<file path="src/rtl/dqvref_pkg.sv">
/*
 * constants, field layout and settle classes for the data-lane
 * reference voltage control block.
 * assumes a single 40 MHz command clock and mode register commands
 * presented as one-cycle strobes.
 */
`default_nettype none

package dqvref_pkg;
	////////////////////////////////////////////////////////////////////////
	// mode register addressing and field layout
	localparam int unsigned    MR_ADDR_W        = 6;
	localparam int unsigned    MR_DATA_W        = 8;
	localparam logic [5:0]     MR_ADDR_FREQ_TRN = 6'h0d; // frequency_and_training_control
	localparam logic [5:0]     MR_ADDR_DQ_VREF  = 6'h0e; // dq_reference_voltage_control
	localparam int unsigned    STEP_W           = 6;
	localparam int unsigned    STEP_LSB         = 0;
	localparam int unsigned    RANGE_BIT        = 6;
	localparam int unsigned    FAST_SETTLE_BIT  = 3;
	localparam logic [5:0]     RST_STEP         = 6'h0d;
	localparam logic           RST_RANGE        = 1'b0;
	localparam logic           RST_FAST_SETTLE  = 1'b0;

	////////////////////////////////////////////////////////////////////////
	// reference level, in tenths of a percent of the i/o supply
	localparam int unsigned    LEVEL_W          = 10;
	localparam logic [9:0]     LEVEL_BASE_R0    = 10'h064; // 10.0 %
	localparam logic [9:0]     LEVEL_BASE_R1    = 10'h0dc; // 22.0 %
	localparam logic [9:0]     LEVEL_TOP_R0     = 10'h12c; // 30.0 %
	localparam logic [9:0]     LEVEL_TOP_R1     = 10'h1a4; // 42.0 %
	localparam int unsigned    STEP_WEIGHT      = 4;       // 0.4 % per step
	localparam logic [5:0]     FULL_SPAN_STEPS  = 6'h32;   // 20 % / 0.4 %

	////////////////////////////////////////////////////////////////////////
	// timing: figures as printed, cycles derived (max times round down)
	localparam int unsigned    CLK_PERIOD_NS    = 25;
	localparam int unsigned    T_SHORT_NS       = 100;
	localparam int unsigned    T_MIDDLE_NS      = 200;
	localparam int unsigned    T_LONG_NS        = 250;
	localparam int unsigned    T_WEAK_MS        = 1;
	localparam int unsigned    T_FS_ENABLE_NS   = 200;
	localparam int unsigned    T_FS_DISABLE_NS  = 100;
	localparam int unsigned    NS_PER_MS        = 1000000;
	localparam int unsigned    SHORT_CYC        = T_SHORT_NS / CLK_PERIOD_NS;
	localparam int unsigned    MIDDLE_CYC       = T_MIDDLE_NS / CLK_PERIOD_NS;
	localparam int unsigned    LONG_CYC         = T_LONG_NS / CLK_PERIOD_NS;
	localparam int unsigned    WEAK_CYC         = T_WEAK_MS * NS_PER_MS / CLK_PERIOD_NS;
	localparam int unsigned    FS_ENABLE_CYC    = T_FS_ENABLE_NS / CLK_PERIOD_NS;
	localparam int unsigned    FS_DISABLE_CYC   = T_FS_DISABLE_NS / CLK_PERIOD_NS;
	localparam int unsigned    CNT_W            = 16;
	localparam int unsigned    FS_CNT_W         = 4;

	////////////////////////////////////////////////////////////////////////
	// settle classes of one reference update
	typedef enum logic [2:0] {
		SETTLE_NONE,
		SETTLE_SHORT,
		SETTLE_MIDDLE,
		SETTLE_LONG,
		SETTLE_WEAK
	} dqvref_settle_type;
endpackage

`default_nettype wire

</file>
<file path="src/rtl/dqvref_ctrl.sv">
/*
 * data-lane reference voltage control: holds the reference step and range,
 * the fast-settle enable, answers mode register reads, converts the code to
 * a reference level and times the settling after each change.
 * assumes mode register write and read strobes last one cycle and are
 * synchronous to the 40 MHz command clock.
 */
`default_nettype none

// Overview of operation
// - reference register holds six-bit step in low bits, range bit just above
// - range 0 spans 10 % to 30 % of the i/o supply
// - range 1 spans 22 % to 42 % of the i/o supply
// - each step unit moves the reference by 0.4 % of the supply
// - single-step change settles within 100 ns
// - multi-step change within one range settles within 200 ns
// - minimum-to-maximum change settles within 250 ns
// - with fast settle off any change may take 1 ms
// - read command fetches a mode register, write command updates it
// - after fast-settle enable only deselects for 200 ns
module dqvref_ctrl #(
	parameter int unsigned SETTLE_WEAK_CYC = dqvref_pkg::WEAK_CYC
) (
	input  wire logic                           clk_sys_i,
	input  wire logic                           srst_i,
	input  wire logic                           mr_write_i,
	input  wire logic                           mrr_i,
	input  wire logic [dqvref_pkg::MR_ADDR_W-1:0] mr_addr_i,
	input  wire logic [dqvref_pkg::MR_DATA_W-1:0] mr_wdata_i,
	output var  logic [dqvref_pkg::MR_DATA_W-1:0] mrr_data_o,
	output var  logic                           mrr_valid_o,
	output var  logic [dqvref_pkg::STEP_W-1:0]  vref_step_o,
	output var  logic                           vref_range_o,
	output var  logic [dqvref_pkg::LEVEL_W-1:0] vref_level_o,
	output var  logic                           fast_settle_o,
	output var  logic                           vref_settling_o,
	output var  logic                           cmd_violation_o
);
	import dqvref_pkg::*;

	typedef struct packed {
		logic [STEP_W-1:0]    step;
		logic                 range;
		logic [LEVEL_W-1:0]   level;
		logic                 fast;
		logic [FS_CNT_W-1:0]  fs_cnt;
		logic [MR_DATA_W-1:0] rdata;
		logic                 rvalid;
		logic                 viol;
	} dqvref_st_type;

	dqvref_st_type     st_ff;
	dqvref_st_type     nxt_st;
	dqvref_settle_type settle_class;
	logic              wr_vref;
	logic              wr_freq;
	logic [STEP_W-1:0] new_step;
	logic              new_range;
	logic [STEP_W-1:0] step_dist;
	logic              tmr_load;
	logic [CNT_W-1:0]  tmr_count;
	logic              tmr_busy;

	////////////////////////////////////////////////////////////////////////
	// command decode and field extraction
	assign wr_vref   = mr_write_i && (mr_addr_i == MR_ADDR_DQ_VREF);
	assign wr_freq   = mr_write_i && (mr_addr_i == MR_ADDR_FREQ_TRN);
	assign new_step  = mr_wdata_i[STEP_LSB +: STEP_W];
	assign new_range = mr_wdata_i[RANGE_BIT];
	assign step_dist = (new_step > st_ff.step) ? (new_step - st_ff.step) : (st_ff.step - new_step);

	// classify the update; with fast settle on, a range switch is treated as a long change
	always_comb begin
		settle_class = SETTLE_NONE;
		if (!wr_vref || (new_step == st_ff.step && new_range == st_ff.range)) begin
			settle_class = SETTLE_NONE;
		end else if (!st_ff.fast) begin
			settle_class = SETTLE_WEAK;
		end else if (new_range != st_ff.range) begin
			settle_class = SETTLE_LONG;
		end else if (step_dist == STEP_W'(1)) begin
			settle_class = SETTLE_SHORT;
		end else if (step_dist >= FULL_SPAN_STEPS) begin
			settle_class = SETTLE_LONG;
		end else begin
			settle_class = SETTLE_MIDDLE;
		end
	end

	// settle time per class
	always_comb begin
		tmr_load  = (settle_class != SETTLE_NONE);
		tmr_count = '0;
		case (settle_class)
			SETTLE_SHORT:  tmr_count = CNT_W'(SHORT_CYC);
			SETTLE_MIDDLE: tmr_count = CNT_W'(MIDDLE_CYC);
			SETTLE_LONG:   tmr_count = CNT_W'(LONG_CYC);
			SETTLE_WEAK:   tmr_count = CNT_W'(SETTLE_WEAK_CYC);
			default:       tmr_count = '0;
		endcase
	end

	// flag stays up while the reference is still moving
	dqvref_settle_timer u_settle (
		.clk_sys_i (clk_sys_i),
		.srst_i    (srst_i),
		.load_i    (tmr_load),
		.count_i   (tmr_count),
		.busy_o    (tmr_busy)
	);

	////////////////////////////////////////////////////////////////////////
	// next state: registers, level, read answer, protocol checks
	always_comb begin
		nxt_st        = st_ff;
		nxt_st.rvalid = 1'b0;
		nxt_st.viol   = 1'b0;
		if (st_ff.fs_cnt != '0) begin
			nxt_st.fs_cnt = st_ff.fs_cnt - FS_CNT_W'(1);
		end
		if (wr_vref) begin
			nxt_st.step  = new_step;
			nxt_st.range = new_range;
		end
		if (wr_freq && (mr_wdata_i[FAST_SETTLE_BIT] != st_ff.fast)) begin
			nxt_st.fast   = mr_wdata_i[FAST_SETTLE_BIT];
			// only deselects may follow until the generator has switched
			nxt_st.fs_cnt = mr_wdata_i[FAST_SETTLE_BIT] ? FS_CNT_W'(FS_ENABLE_CYC) : FS_CNT_W'(FS_DISABLE_CYC);
		end
		// level = base of range + step * 0.4 %, in 0.1 % units
		nxt_st.level = (nxt_st.range ? LEVEL_BASE_R1 : LEVEL_BASE_R0)
			+ LEVEL_W'({nxt_st.step, 2'b00});
		if (mrr_i) begin
			nxt_st.rvalid = 1'b1;
			if (mr_addr_i == MR_ADDR_DQ_VREF) begin
				nxt_st.rdata = {1'b0, st_ff.range, st_ff.step};
			end else if (mr_addr_i == MR_ADDR_FREQ_TRN) begin
				nxt_st.rdata = MR_DATA_W'({st_ff.fast, 3'b000});
			end else begin
				nxt_st.rdata = '0; // other registers live elsewhere
			end
		end
		// early commands are flagged, not refused: the dram cannot stall
		if ((st_ff.fs_cnt != '0) && (mr_write_i || mrr_i)) begin
			nxt_st.viol = 1'b1;
		end
		if (wr_vref && tmr_busy) begin
			nxt_st.viol = 1'b1;
		end
	end

	// state register
	always_ff @(posedge clk_sys_i) begin
		if (srst_i) begin
			st_ff        <= '0;
			st_ff.step   <= RST_STEP;
			st_ff.range  <= RST_RANGE;
			st_ff.fast   <= RST_FAST_SETTLE;
			st_ff.level  <= LEVEL_BASE_R0 + LEVEL_W'({RST_STEP, 2'b00});
		end else begin
			st_ff <= nxt_st;
		end
	end

	assign mrr_data_o      = st_ff.rdata;
	assign mrr_valid_o     = st_ff.rvalid;
	assign vref_step_o     = st_ff.step;
	assign vref_range_o    = st_ff.range;
	assign vref_level_o    = st_ff.level;
	assign fast_settle_o   = st_ff.fast;
	assign vref_settling_o = tmr_busy;
	assign cmd_violation_o = st_ff.viol;

	////////////////////////////////////////////////////////////////////////
	// assertions
	property p_fields;
		@(posedge clk_sys_i) disable iff (srst_i)
		wr_vref |=> (vref_step_o == $past(mr_wdata_i[STEP_LSB +: STEP_W]))
			&& (vref_range_o == $past(mr_wdata_i[RANGE_BIT]));
	endproperty
	a_fields: assert property (p_fields) else $error("reference fields not taken from write");

	property p_range0;
		@(posedge clk_sys_i) disable iff (srst_i)
		(!vref_range_o && vref_step_o == FULL_SPAN_STEPS) |-> (vref_level_o == LEVEL_TOP_R0);
	endproperty
	a_range0: assert property (p_range0) else $error("range 0 top level wrong");

	property p_range1;
		@(posedge clk_sys_i) disable iff (srst_i)
		(vref_range_o && vref_step_o == 6'h00) |-> (vref_level_o == LEVEL_BASE_R1);
	endproperty
	a_range1: assert property (p_range1) else $error("range 1 base level wrong");

	property p_step;
		@(posedge clk_sys_i) disable iff (srst_i)
		(vref_range_o == $past(vref_range_o)) && $changed(vref_step_o) |->
			(int'(vref_level_o) - int'($past(vref_level_o))
			== int'(STEP_WEIGHT) * (int'(vref_step_o) - int'($past(vref_step_o))));
	endproperty
	a_step: assert property (p_step) else $error("level not moved by step weight");

	property p_short;
		@(posedge clk_sys_i) disable iff (srst_i)
		(settle_class == SETTLE_SHORT) |=> vref_settling_o [*4] ##1 !vref_settling_o;
	endproperty
	a_short: assert property (p_short) else $error("single-step settle time wrong");

	property p_middle;
		@(posedge clk_sys_i) disable iff (srst_i)
		(settle_class == SETTLE_MIDDLE) |=> vref_settling_o [*8] ##1 !vref_settling_o;
	endproperty
	a_middle: assert property (p_middle) else $error("multi-step settle time wrong");

	property p_long;
		@(posedge clk_sys_i) disable iff (srst_i)
		(settle_class == SETTLE_LONG) |=> vref_settling_o [*8] ##1 vref_settling_o [*2] ##1 !vref_settling_o;
	endproperty
	a_long: assert property (p_long) else $error("long settle time wrong");

	property p_weak;
		@(posedge clk_sys_i) disable iff (srst_i)
		wr_vref && !fast_settle_o && ({new_range, new_step} != {vref_range_o, vref_step_o})
			|-> (tmr_count == CNT_W'(SETTLE_WEAK_CYC)) ##1 vref_settling_o [*8];
	endproperty
	a_weak: assert property (p_weak) else $error("weak settle not applied");

	property p_read;
		@(posedge clk_sys_i) disable iff (srst_i)
		mrr_i && (mr_addr_i == MR_ADDR_DQ_VREF) && !mr_write_i |=>
			mrr_valid_o && (mrr_data_o == {1'b0, vref_range_o, vref_step_o}) ##1 !mrr_valid_o || $past(mrr_i);
	endproperty
	a_read: assert property (p_read) else $error("read answer wrong");

	property p_fs_window;
		@(posedge clk_sys_i) disable iff (srst_i)
		wr_freq && mr_wdata_i[FAST_SETTLE_BIT] && !fast_settle_o ##1 (mr_write_i || mrr_i) |=> cmd_violation_o;
	endproperty
	a_fs_window: assert property (p_fs_window) else $error("command in enable window not flagged");
endmodule

`default_nettype wire

</file>
<file path="src/rtl/dqvref_settle_timer.sv">
/*
 * down-counter that holds the settling flag for a loaded number of cycles.
 * assumes load_i is a one-cycle strobe; a new load restarts the count.
 */
`default_nettype none

module dqvref_settle_timer (
	input  wire logic                      clk_sys_i,
	input  wire logic                      srst_i,
	input  wire logic                      load_i,
	input  wire logic [dqvref_pkg::CNT_W-1:0] count_i,
	output var  logic                      busy_o
);
	import dqvref_pkg::*;

	typedef struct packed {
		logic [CNT_W-1:0] cnt;
		logic             busy;
	} dqvref_tmr_type;

	dqvref_tmr_type st_ff;
	dqvref_tmr_type nxt_st;

	////////////////////////////////////////////////////////////////////////
	// busy follows the next count so it rises on the load edge
	always_comb begin
		nxt_st = st_ff;
		if (load_i) begin
			nxt_st.cnt = count_i;
		end else if (st_ff.cnt != '0) begin
			nxt_st.cnt = st_ff.cnt - CNT_W'(1);
		end
		nxt_st.busy = (nxt_st.cnt != '0);
	end

	// state register
	always_ff @(posedge clk_sys_i) begin
		if (srst_i) begin
			st_ff <= '0;
		end else begin
			st_ff <= nxt_st;
		end
	end

	assign busy_o = st_ff.busy;
endmodule

`default_nettype wire

</file>
<file path="config.mk">
export PLATFORM = sky130hd
export DESIGN_NAME = dqvref_ctrl
export DESIGN_NICKNAME = d
export VERILOG_FILES = /design/src/rtl/dqvref_pkg.sv /design/src/rtl/dqvref_ctrl.sv /design/src/rtl/dqvref_settle_timer.sv
export SDC_FILE = /design/constraint.sdc
export NUM_CORES = 1
export LEC_CHECK = 0
export ABC_AREA = 1
export BUFFER_PORTS_ARGS = -buffer_cell sky130_fd_sc_hd__buf_2
export CORE_MARGIN = 4
export CORE_UTILIZATION = 45
export DETAILED_ROUTE_END_ITERATION = 6
export GPL_TIMING_DRIVEN = 0
export PLACE_DENSITY = 0.72
export SKIP_LAST_GASP = 1
export SYNTH_ARGS = -nofsm -noshare
export SYNTH_HDL_FRONTEND = slang
export SYNTH_SLANG_ARGS = --single-unit
</file>
<file path="constraint.sdc">
create_clock -name clk_sys_i -period 4.12 [get_ports clk_sys_i]
set_input_delay 0.412 -clock clk_sys_i [delete_from_list [all_inputs] [get_ports clk_sys_i]]
set_output_delay 0.412 -clock clk_sys_i [all_outputs]
set_load 0.03 [all_outputs]
</file>
==> results of run 1 <==
[worst max-delay path: stages]
cell and delay [ps]:
buf_2 100, nor2_2 120, nand3_2 110, nor3_4 410, inv_2 160, o21ai_0 550
inv_1 200, ha_1 390, inv_1 70, nor2_1 40, o21ai_0 200, inv_1 60
o21ai_0 140, a21oi_1 90
[state kept, by name, indices dropped and copies added, names as in the netlist]
name             cells
mrr_valid_o          1
vref_level_o         7
u_settle.busy_o      1
vref_range_o         1
fast_settle_o        1
cmd_violation_o      1
u_settle.st_ff      16
vref_step_o          6
st_ff                4
mrr_data_o           7
[where the power goes]
part / total [mW] / internal, mW / switching, mW
registers: 0.555 / 0.505 / 0.0493
logic: 0.834 / 0.320 / 0.514
clock network: 0.257 / 0.118 / 0.140
[final cells by class]
| class | count | area [um^2] |
|---|---|---|
| plain buffers | 34 | 251 |
| clock buffers | 6 | 72.6 |
| clock inverters | 2 | 10.0 |
| fillers | 694 | 3250 |
| inverters | 63 | 236 |
| multi-input cells | 312 | 1730 |
| flip-flops and latches | 45 | 901 |
| well taps | 80 | 100 |
| repair buffers | 41 | 205 |
[cells in the mapped netlist (3+ instances only)]
cell type / n
nand2_2: 6
a21oi_1: 27
nor3_1: 7
nor2_1: 51
o21ai_0: 18
nand3_1: 40
dfxtp_1: 45
xnor2_1: 5
ha_1: 19
nand2_1: 90
fa_1: 3
buf_6: 3
xor2_1: 14
nor2_2: 4
inv_2: 6
o21ai_1: 3
buf_4: 27
nand3_2: 3
clkbuf_1: 4
or2_2: 3
inv_1: 57
[layout by cell type, fill, tap and decap left out, types with 3 or more instances in the layout]
cell type	Yosys	final
nand2_1	90	90
inv_1	57	57
nor2_1	51	51
dfxtp_1	45	45
buf_2	0	41
nand3_1	40	40
a21oi_1	27	27
buf_4	27	27
ha_1	19	19
o21ai_0	18	18
xor2_1	14	14
nor3_1	7	7
inv_2	6	6
nand2_2	6	6
clkbuf_1	4	5
xnor2_1	5	5
clkbuf_8	0	5
nor2_2	4	4
conb_1	1	4
nand3_2	3	3
or2_2	3	3
o21ai_1	3	3
buf_6	3	3
fa_1	3	3
[how the worst min path moves through the flow]
stage / startpoint / to
floorplan: mrr_data_o[3] / mrr_data_o[3]
global placement: u_settle.busy_o / cmd_violation_o
detailed placement: u_settle.busy_o / cmd_violation_o
CTS: srst_i / vref_step_o[2]
global route: srst_i / vref_step_o[2]
finish: srst_i / vref_step_o[2]
[logic make-up (layout without fill, tap and decap cells)]
logic type                 after synthesis  count (layout)  synth area share, %
other                                    1               4                0.121
buffers and inverters                   97             146                 15.7
adders and majority gates               22              22                 9.59
DFF                                     45              45                 29.0
and+or+nand+nor                        213             213                 30.8
xor gates and xnor gates                19              19                 5.36
muxes                                    1               1                0.322
AOI/OAI and AO/OA                       53              53                 9.03
[routing by layer]
layer,track usage [%],wire length [um]
met1,21.4,3240
met3,3.07,247
met5,0,0
met4,5.53,146
met2,29.3,3300
[metrics by stage]
stage | cells | instance area (um^2) | utilization, % | hold WS [ps] | total power [mW]
global route | 583 | 3500 | 51.9 | 381 | 1.80
global placement | 575 | 3420 | 50.6 | 468 | 1.37
CTS | 583 | 3500 | 51.9 | 382 | 1.65
finish | 583 | 3500 | 51.9 | 390 | 1.65
detailed placement | 575 | 3420 | 50.6 | 459 | 1.39
floorplan | 454 | 3120 | - | 450 | 1.23
==> flow_summary.toml, run 1 <==
[sta]
timing.slew.headroom_pct = 56.9
finalWorstSetupSlack_ps = 1220
fin_skew_ps = 5.97
tightestPinTransition_ps = 640
tns_ps = 0
fin_crit_ps = 2900
setup-violations-final = 0
slew_violations = 0
fmax_ghz = 0.345
finalHoldViolCount = 0
period_share_pct = 70.4
rsz0062_at_grt = "no"

[floorplan]
die_area_um2 = 8290
initial_core_util_pct = 45.9
die_y_um = 91.1
core_um2 = 6760
rows = 30
die_w_um = 91.1
io_pins = 47

[detailed_routing]
firstDrtPassIters = 5
ant_nets = 0
first_iter_violations = 98
num_vias = 2817
drc = 0
vias_per_cell = 4.83
routed_wirelength_um = 6930
wl_per_cell_um = 11.9

[global_route]
grt_max_degree = 14
grt_pass1_vias = 2680
grt_usage_pct = 17.0
grt_pass1_wl_um = 11700
antenna_found_initial = 0
grt_overflow = 0

[logic_synthesis]
mappedNetlistArea_um2 = 3100
ys_seq_area_share_pct = 29.0
yosysTopAreaCellShare_pct = 29.0
synth_ff_type = "dfxtp_1"
syn_inst = 451
yosys_warnings = 0
async_reset_ff_share_pct = 0
syn_avg_cell_area_um2 = 6.88
yosys_register_bits = 45
yosys-top-cells-area = "dfxtp_1, nand2_1, ha_1, inv_1, buf_4"
synth_edf_count = 0
synth_cell_type_count = 34
yosys.area.top_type = "dfxtp_1"

[setup_path]
worst_setup_path_end_kind = "register"
critPathCapture = "vref_level_o[6]"
worstPathArrival_ps = 3040
cp.required_ps = 4260
critical_path.startpoint = "mr_addr_i[5]"
worst-setup-path-type = "input pin to register"
worstRegToRegCells = 16
crit_fanout = 10
rr_endpoint = "u_settle.busy_o"
rr_startpoint = "vref_step_o[0]"
rrSetupSlack_ps = 1680
cp-start-kind = "input pin"

[finish]
nets = 542
area_growth_pct = 12.9
layout-drive-gt1-share_pct = 20.7
antennaDiodeCount = 0

[clocking]
cts_hold_buffers = 0
clock_latency_ps = 290
cts_setup_buffers = 0
cts.sinks = 45
cts_tree = "done"
htreeDepth = 2
cts_resized = 0
cts_root_buffer = "clkbuf_8"
clkTransAtPathRegs_ps = 80
clockBufferDepth = 2
cts_buffers = 5

[hold_path]
hp-class = "input pin to register"
holdPathStages = 2

[placed_design]
hpwlAfterDp_um = 5670
pre_cts_slack_ps = 946
finalWeightedCongestion = 0.917
portBuffers = 41

[power_and_ir_drop]
leakage_nw = 1.89
powerDensity_nw_per_um2 = 470
ir_drop_uv = 187

[job]
max_cap_viol_count = 0

[status]
status = "complete, no violations"
No activity file was read; power rests on OpenSTA's default activity.
==> run 2, diff against run 1 <==
clock period = 2.7 ns   (was 4.12 ns; I/O delays follow)
==> flow_summary.toml, run 2 (synthesis results as in run 1) <==
[status]
status = "complete, no violations"

[setup_path]
cp_cell_sequence = "ha_1 > inv_1 > fa_1 > o21bai_1 > a21oi_1 > nand2_1 > nand2_2 > nand2_2 > nor2_2 > nand3_1 > nand3_1 > inv_1 > nand2_1 > nand3_1 > nor2_1 > nor2_1"
worstPathArrival_ps = 2620
slowest_stage = "dfxtp_1"
critPathTopFamily = "simple AND/OR/NAND/NOR gates"
cp_num_buf_inv = 2
cp.required_ps = 2880
worst-setup-path-type = "register to register"
crit_fanout = 4
cpMostUsedCell = "nand3_1"
worst_setup_path_end_kind = "register"
cp-start-kind = "register"
slowest_delay_ps = 440

[sta]
setup-violations-final = 0
period_share_pct = 90.3
tns_ps = 0
timing.slew.headroom_pct = 58.8
fin_crit_ps = 2440
rsz0062_at_grt = "no"
tightestPinTransition_ps = 618
slew_violations = 0
finalHoldViolCount = 0
fin_skew_ps = 4.87
fmax_ghz = 0.410

[power_and_ir_drop]
switchingPower_mw = 1.08
p_int_mw = 1.44
netSwitchingFraction_pct = 42.8
p_comb_share_pct = 50.6
power.share.sequential_pct = 33.7
ir_drop_uv = 285
power_mw = 2.51
clockPowerShare_pct = 15.6
leakage_nw = 1.91
powerDensity_nw_per_um2 = 713

[detailed_routing]
vias_per_cell = 4.86
firstDrtPassIters = 4
drc = 0
wl_per_cell_um = 12.0
num_vias = 2844
ant_nets = 0
first_iter_violations = 100
routed_wirelength_um = 7010

[placed_design]
finalWeightedCongestion = 0.917
hpwlAfterDp_um = 5670
portBuffers = 41

[finish]
layout_commonest_cell = "nand2_1"
seq_area_um2 = 901
multi_input_area_um2 = 1740
antennaDiodeCount = 0
largest_reg_flops = 16
area_growth_pct = 13.7
largest-register = "u_settle.st_ff"
fill_cells = 693
nets = 544
layout-drive-gt1-share_pct = 21.2
final_cell_mix = "nand2_1, inv_1, nor2_1, dfxtp_1, buf_2"

[job]
max_cap_viol_count = 0

[clocking]
cts.sinks = 45
htreeDepth = 2
clockBufferDepth = 2
cts_root_buffer = "clkbuf_8"
clkTransAtPathRegs_ps = 80
cts_tree = "done"
cts_buffers = 5
clock_latency_ps = 290

[floorplan]
die_w_um = 91.1
initial_core_util_pct = 45.9
die_area_um2 = 8290
die_y_um = 91.1
rows = 30
core_um2 = 6760
io_pins = 47

[hold_path]
hp-class = "input pin to register"

[global_route]
grt_pass1_vias = 2680
grt_overflow = 0
grt_usage_pct = 17.0
grt_max_degree = 14
antenna_found_initial = 0
grt_pass1_wl_um = 11700
[run 2: worst reg2reg max path: stages (launching register included)]
cell and delay [ps]:
dfxtp_1 440, ha_1 180, inv_1 60, fa_1 420
o21bai_1 160, a21oi_1 120, nand2_1 80, nand2_2 70
nand2_2 50, nor2_2 140, nand3_1 90, nand3_1 140
inv_1 50, nand2_1 70, nand3_1 70, nor2_1 150
nor2_1 50
[run 2: power by group through the flow]
stage          Sequential [mW]  Clock (mW)  Combinational [mW]
6_report                 0.848       0.393                1.27
5_1_grt                  0.858       0.441                1.45
4_1_cts                  0.845       0.404                1.27
3_5_place_dp             0.861           0                1.26
3_3_place_gp             0.857           0                1.24
2_1_floorplan            0.853           0                1.02
[run 2: what timing repair did]
item	in CTS	in global routing
endpoints found under the setup margin	2	5
resized for setup	1	2
pin swaps	0	1
setup buffers	0	2
hold buffers	0	0
[run 2: stage by stage]
step / setup WS (ps) / hold WS (ps) / cells / cell area, um^2 / util, %
after global placement: -337 / 468 / 575 / 3420 / 50.6
final: 262 / 250 / 585 / 3530 / 52.2
after floorplan: 252 / 377 / 454 / 3120 / -
after global routing: 2.80 / 239 / 585 / 3530 / 52.2
after CTS: 174 / 240 / 583 / 3500 / 51.9
after detailed placement: -332 / 459 / 575 / 3420 / 50.6
[run 2: final cells by class]
class                   count  area share, %
plain buffers              34           7.13
clock buffers               6           2.06
clock inverters             2          0.284
inverters                  63           6.70
multi-input cells         312           49.2
flip-flops and latches     45           25.5
well taps                  80           2.84
repair buffers             43           6.24
[run 2: final timing paths]
check / cells after the start / slack, ps / end / start
setup / recovery: 16 / 260 / u_settle.busy_o / vref_step_o[0]
hold / removal: 2 / 250 / vref_step_o[2] / srst_i
setup reg to reg: 16 / 260 / u_settle.busy_o / vref_step_o[0]
hold reg to reg: 2 / 470 / cmd_violation_o / u_settle.busy_o
[run 2: per-layer routing]
metal	up-vias	track usage, %	share of wire, %
met2	57	29.3	48
met1	1276	21.4	46
met3	10	3.07	3.5
met5	-	0	0
met4	0	5.53	2.0
li1	1501	-	-
==> run 3, diff against run 2 <==
CORE_UTILIZATION = 34   (was 45)
PLACE_DENSITY = 0.59   (was 0.72)
RECOVER_POWER = 100   (was unset)
==> flow_summary.toml, run 3 (synthesis results as in run 1) <==
[power_and_ir_drop]
ir_drop_uv = 497
power_mw = 2.58
leakage_nw = 1.84
powerDensity_nw_per_um2 = 724

[clocking]
cts_hold_buffers = 0
cts.sinks = 45
cts_root_buffer = "clkbuf_8"
htreeDepth = 2
cts_buffers = 5
cts_tree = "done"
clock_latency_ps = 310
clkTransAtPathRegs_ps = 100
clockBufferDepth = 2

[global_route]
grt_overflow = 0
grt_max_degree = 17
grt_pass1_vias = 2767
grt_usage_pct = 14.7
grt_pass1_wl_um = 13100
antenna_found_initial = 0

[detailed_routing]
drc = 0
firstDrtPassIters = 4
first_iter_violations = 130
routed_wirelength_um = 7670
vias_per_cell = 4.64
ant_nets = 0
wl_per_cell_um = 12.4
num_vias = 2861

[placed_design]
placed_area_um2 = 3460
hpwlAfterDp_um = 6070
portBuffers = 41
finalWeightedCongestion = 0.890

[sta]
slew_violations = 0
timing.slew.headroom_pct = 59.1
fin_crit_ps = 2450
finalHoldViolCount = 0
tightestPinTransition_ps = 614
setup-violations-final = 0
fin_skew_ps = 10.7
fmax_ghz = 0.408
period_share_pct = 90.8

[floorplan]
rows = 34
die_y_um = 104
initial_core_util_pct = 35.3
die_w_um = 104
die_area_um2 = 10700
core_um2 = 8810
io_pins = 47

[status]
status = "complete, no violations"

[finish]
multi_input_area_um2 = 1730
area_growth_pct = 14.6
layout_commonest_cell = "nand2_1"
seq_area_um2 = 901
design_area_um2 = 3560
fill_cells = 925
nets = 547
largest_reg_flops = 16
layout-drive-gt1-share_pct = 17.7
final_cell_mix = "nand2_1, inv_1, nor2_1, dfxtp_1, nand3_1"
antennaDiodeCount = 0
largest-register = "u_settle.st_ff"

[setup_path]
cp-start-kind = "register"
crit_fanout = 4
critPathTopFamily = "simple AND/OR/NAND/NOR gates"
slowest_delay_ps = 410
worst_setup_path_end_kind = "register"
slowest_stage = "fa_1"
worst-setup-path-type = "register to register"
cp.required_ps = 2890
cp_cell_sequence = "inv_1 > ha_1 > inv_1 > fa_1 > xor2_1 > nor2_1 > nand3_1 > nand2_1 > nand2_2 > nor2_2 > nand3_1 > nand3_1 > inv_1 > nand2_1 > nand3_1 > nor2_1 > nor2_1"
worstPathArrival_ps = 2640
cp_num_buf_inv = 3
cpMostUsedCell = "nand3_1"

[job]
max_cap_viol_count = 0

[hold_path]
hp-class = "input pin to register"
run 3: cell types whose count changed in the layout (fill, tap and decap cells not counted), sizes merged:
cell	change
clkinv	-2
inv	+2
buf	-18
clkbuf	+20
clkinvlp	+1
run 3: cell type report:
cell class,count,share of cell area [%]
well taps,108,3.80
clock inverters,3,0.703
clock buffers,5,1.93
multi-input cells,312,48.6
flip-flops and latches,45,25.3
plain buffers,34,6.86
inverters,63,6.65
repair buffers,46,6.12
run 3: worst register-to-register path: cells and delay by family, from the launching register on:
family | cells | cell delay [ps]
adder cells (fa/ha/maj) | 2 | 550
flip-flops | 1 | 350
AND/OR/NAND/NOR | 11 | 1070
XOR/XNOR | 1 | 180
buffers and inverters | 3 | 180
run 3: final timing paths:
| check | start | to | slack, ps | cells past startpoint |
|---|---|---|---|---|
| worst max register to register | vref_step_o[0] | u_settle.busy_o | 250 | 17 |
| worst min-delay path | srst_i | vref_step_o[2] | 210 | 2 |
| worst max-delay path | vref_step_o[0] | u_settle.busy_o | 250 | 17 |
| worst min register to register | vref_step_o[5] | mrr_data_o[5] | 490 | 2 |
run 3: metrics by stage:
stage	setup slack (ps)	setup TNS (ps)	cells	util, %	hold slack (ps)
after global routing	-1.06	-1.06	616	40.4	217
final	247	0	616	40.4	208
after CTS	48.1	0	611	40.3	213
after global placement	-454	-1460	603	39.2	468
after detailed placement	-511	-1660	603	39.2	475
after floorplan	252	0	454	-	377
run 3: layer usage:
layer  share of wire, %  global-route usage [%]
met3                4.0                    2.99
met5                  0                       0
met1                 50                    19.9
met4               0.91                    4.18
met2                 45                    23.9
run 3: power by group:
part | total, mW | switching (mW) | internal, mW | leakage (nW)
Combinational | 1.28 | 0.796 | 0.485 | 1.43
Clock | 0.449 | 0.260 | 0.189 | 0.0452
Sequential | 0.846 | 0.0752 | 0.771 | 0.369
Total | 2.58 | 1.13 | 1.44 | 1.84
run 3: what timing repair did:
action / 4_1_cts / 5_1_grt
endpoints found under the setup margin: 3 / 4
resized for setup: 1 / 1
setup buffers: 0 / 5
pin swaps: 0 / 1
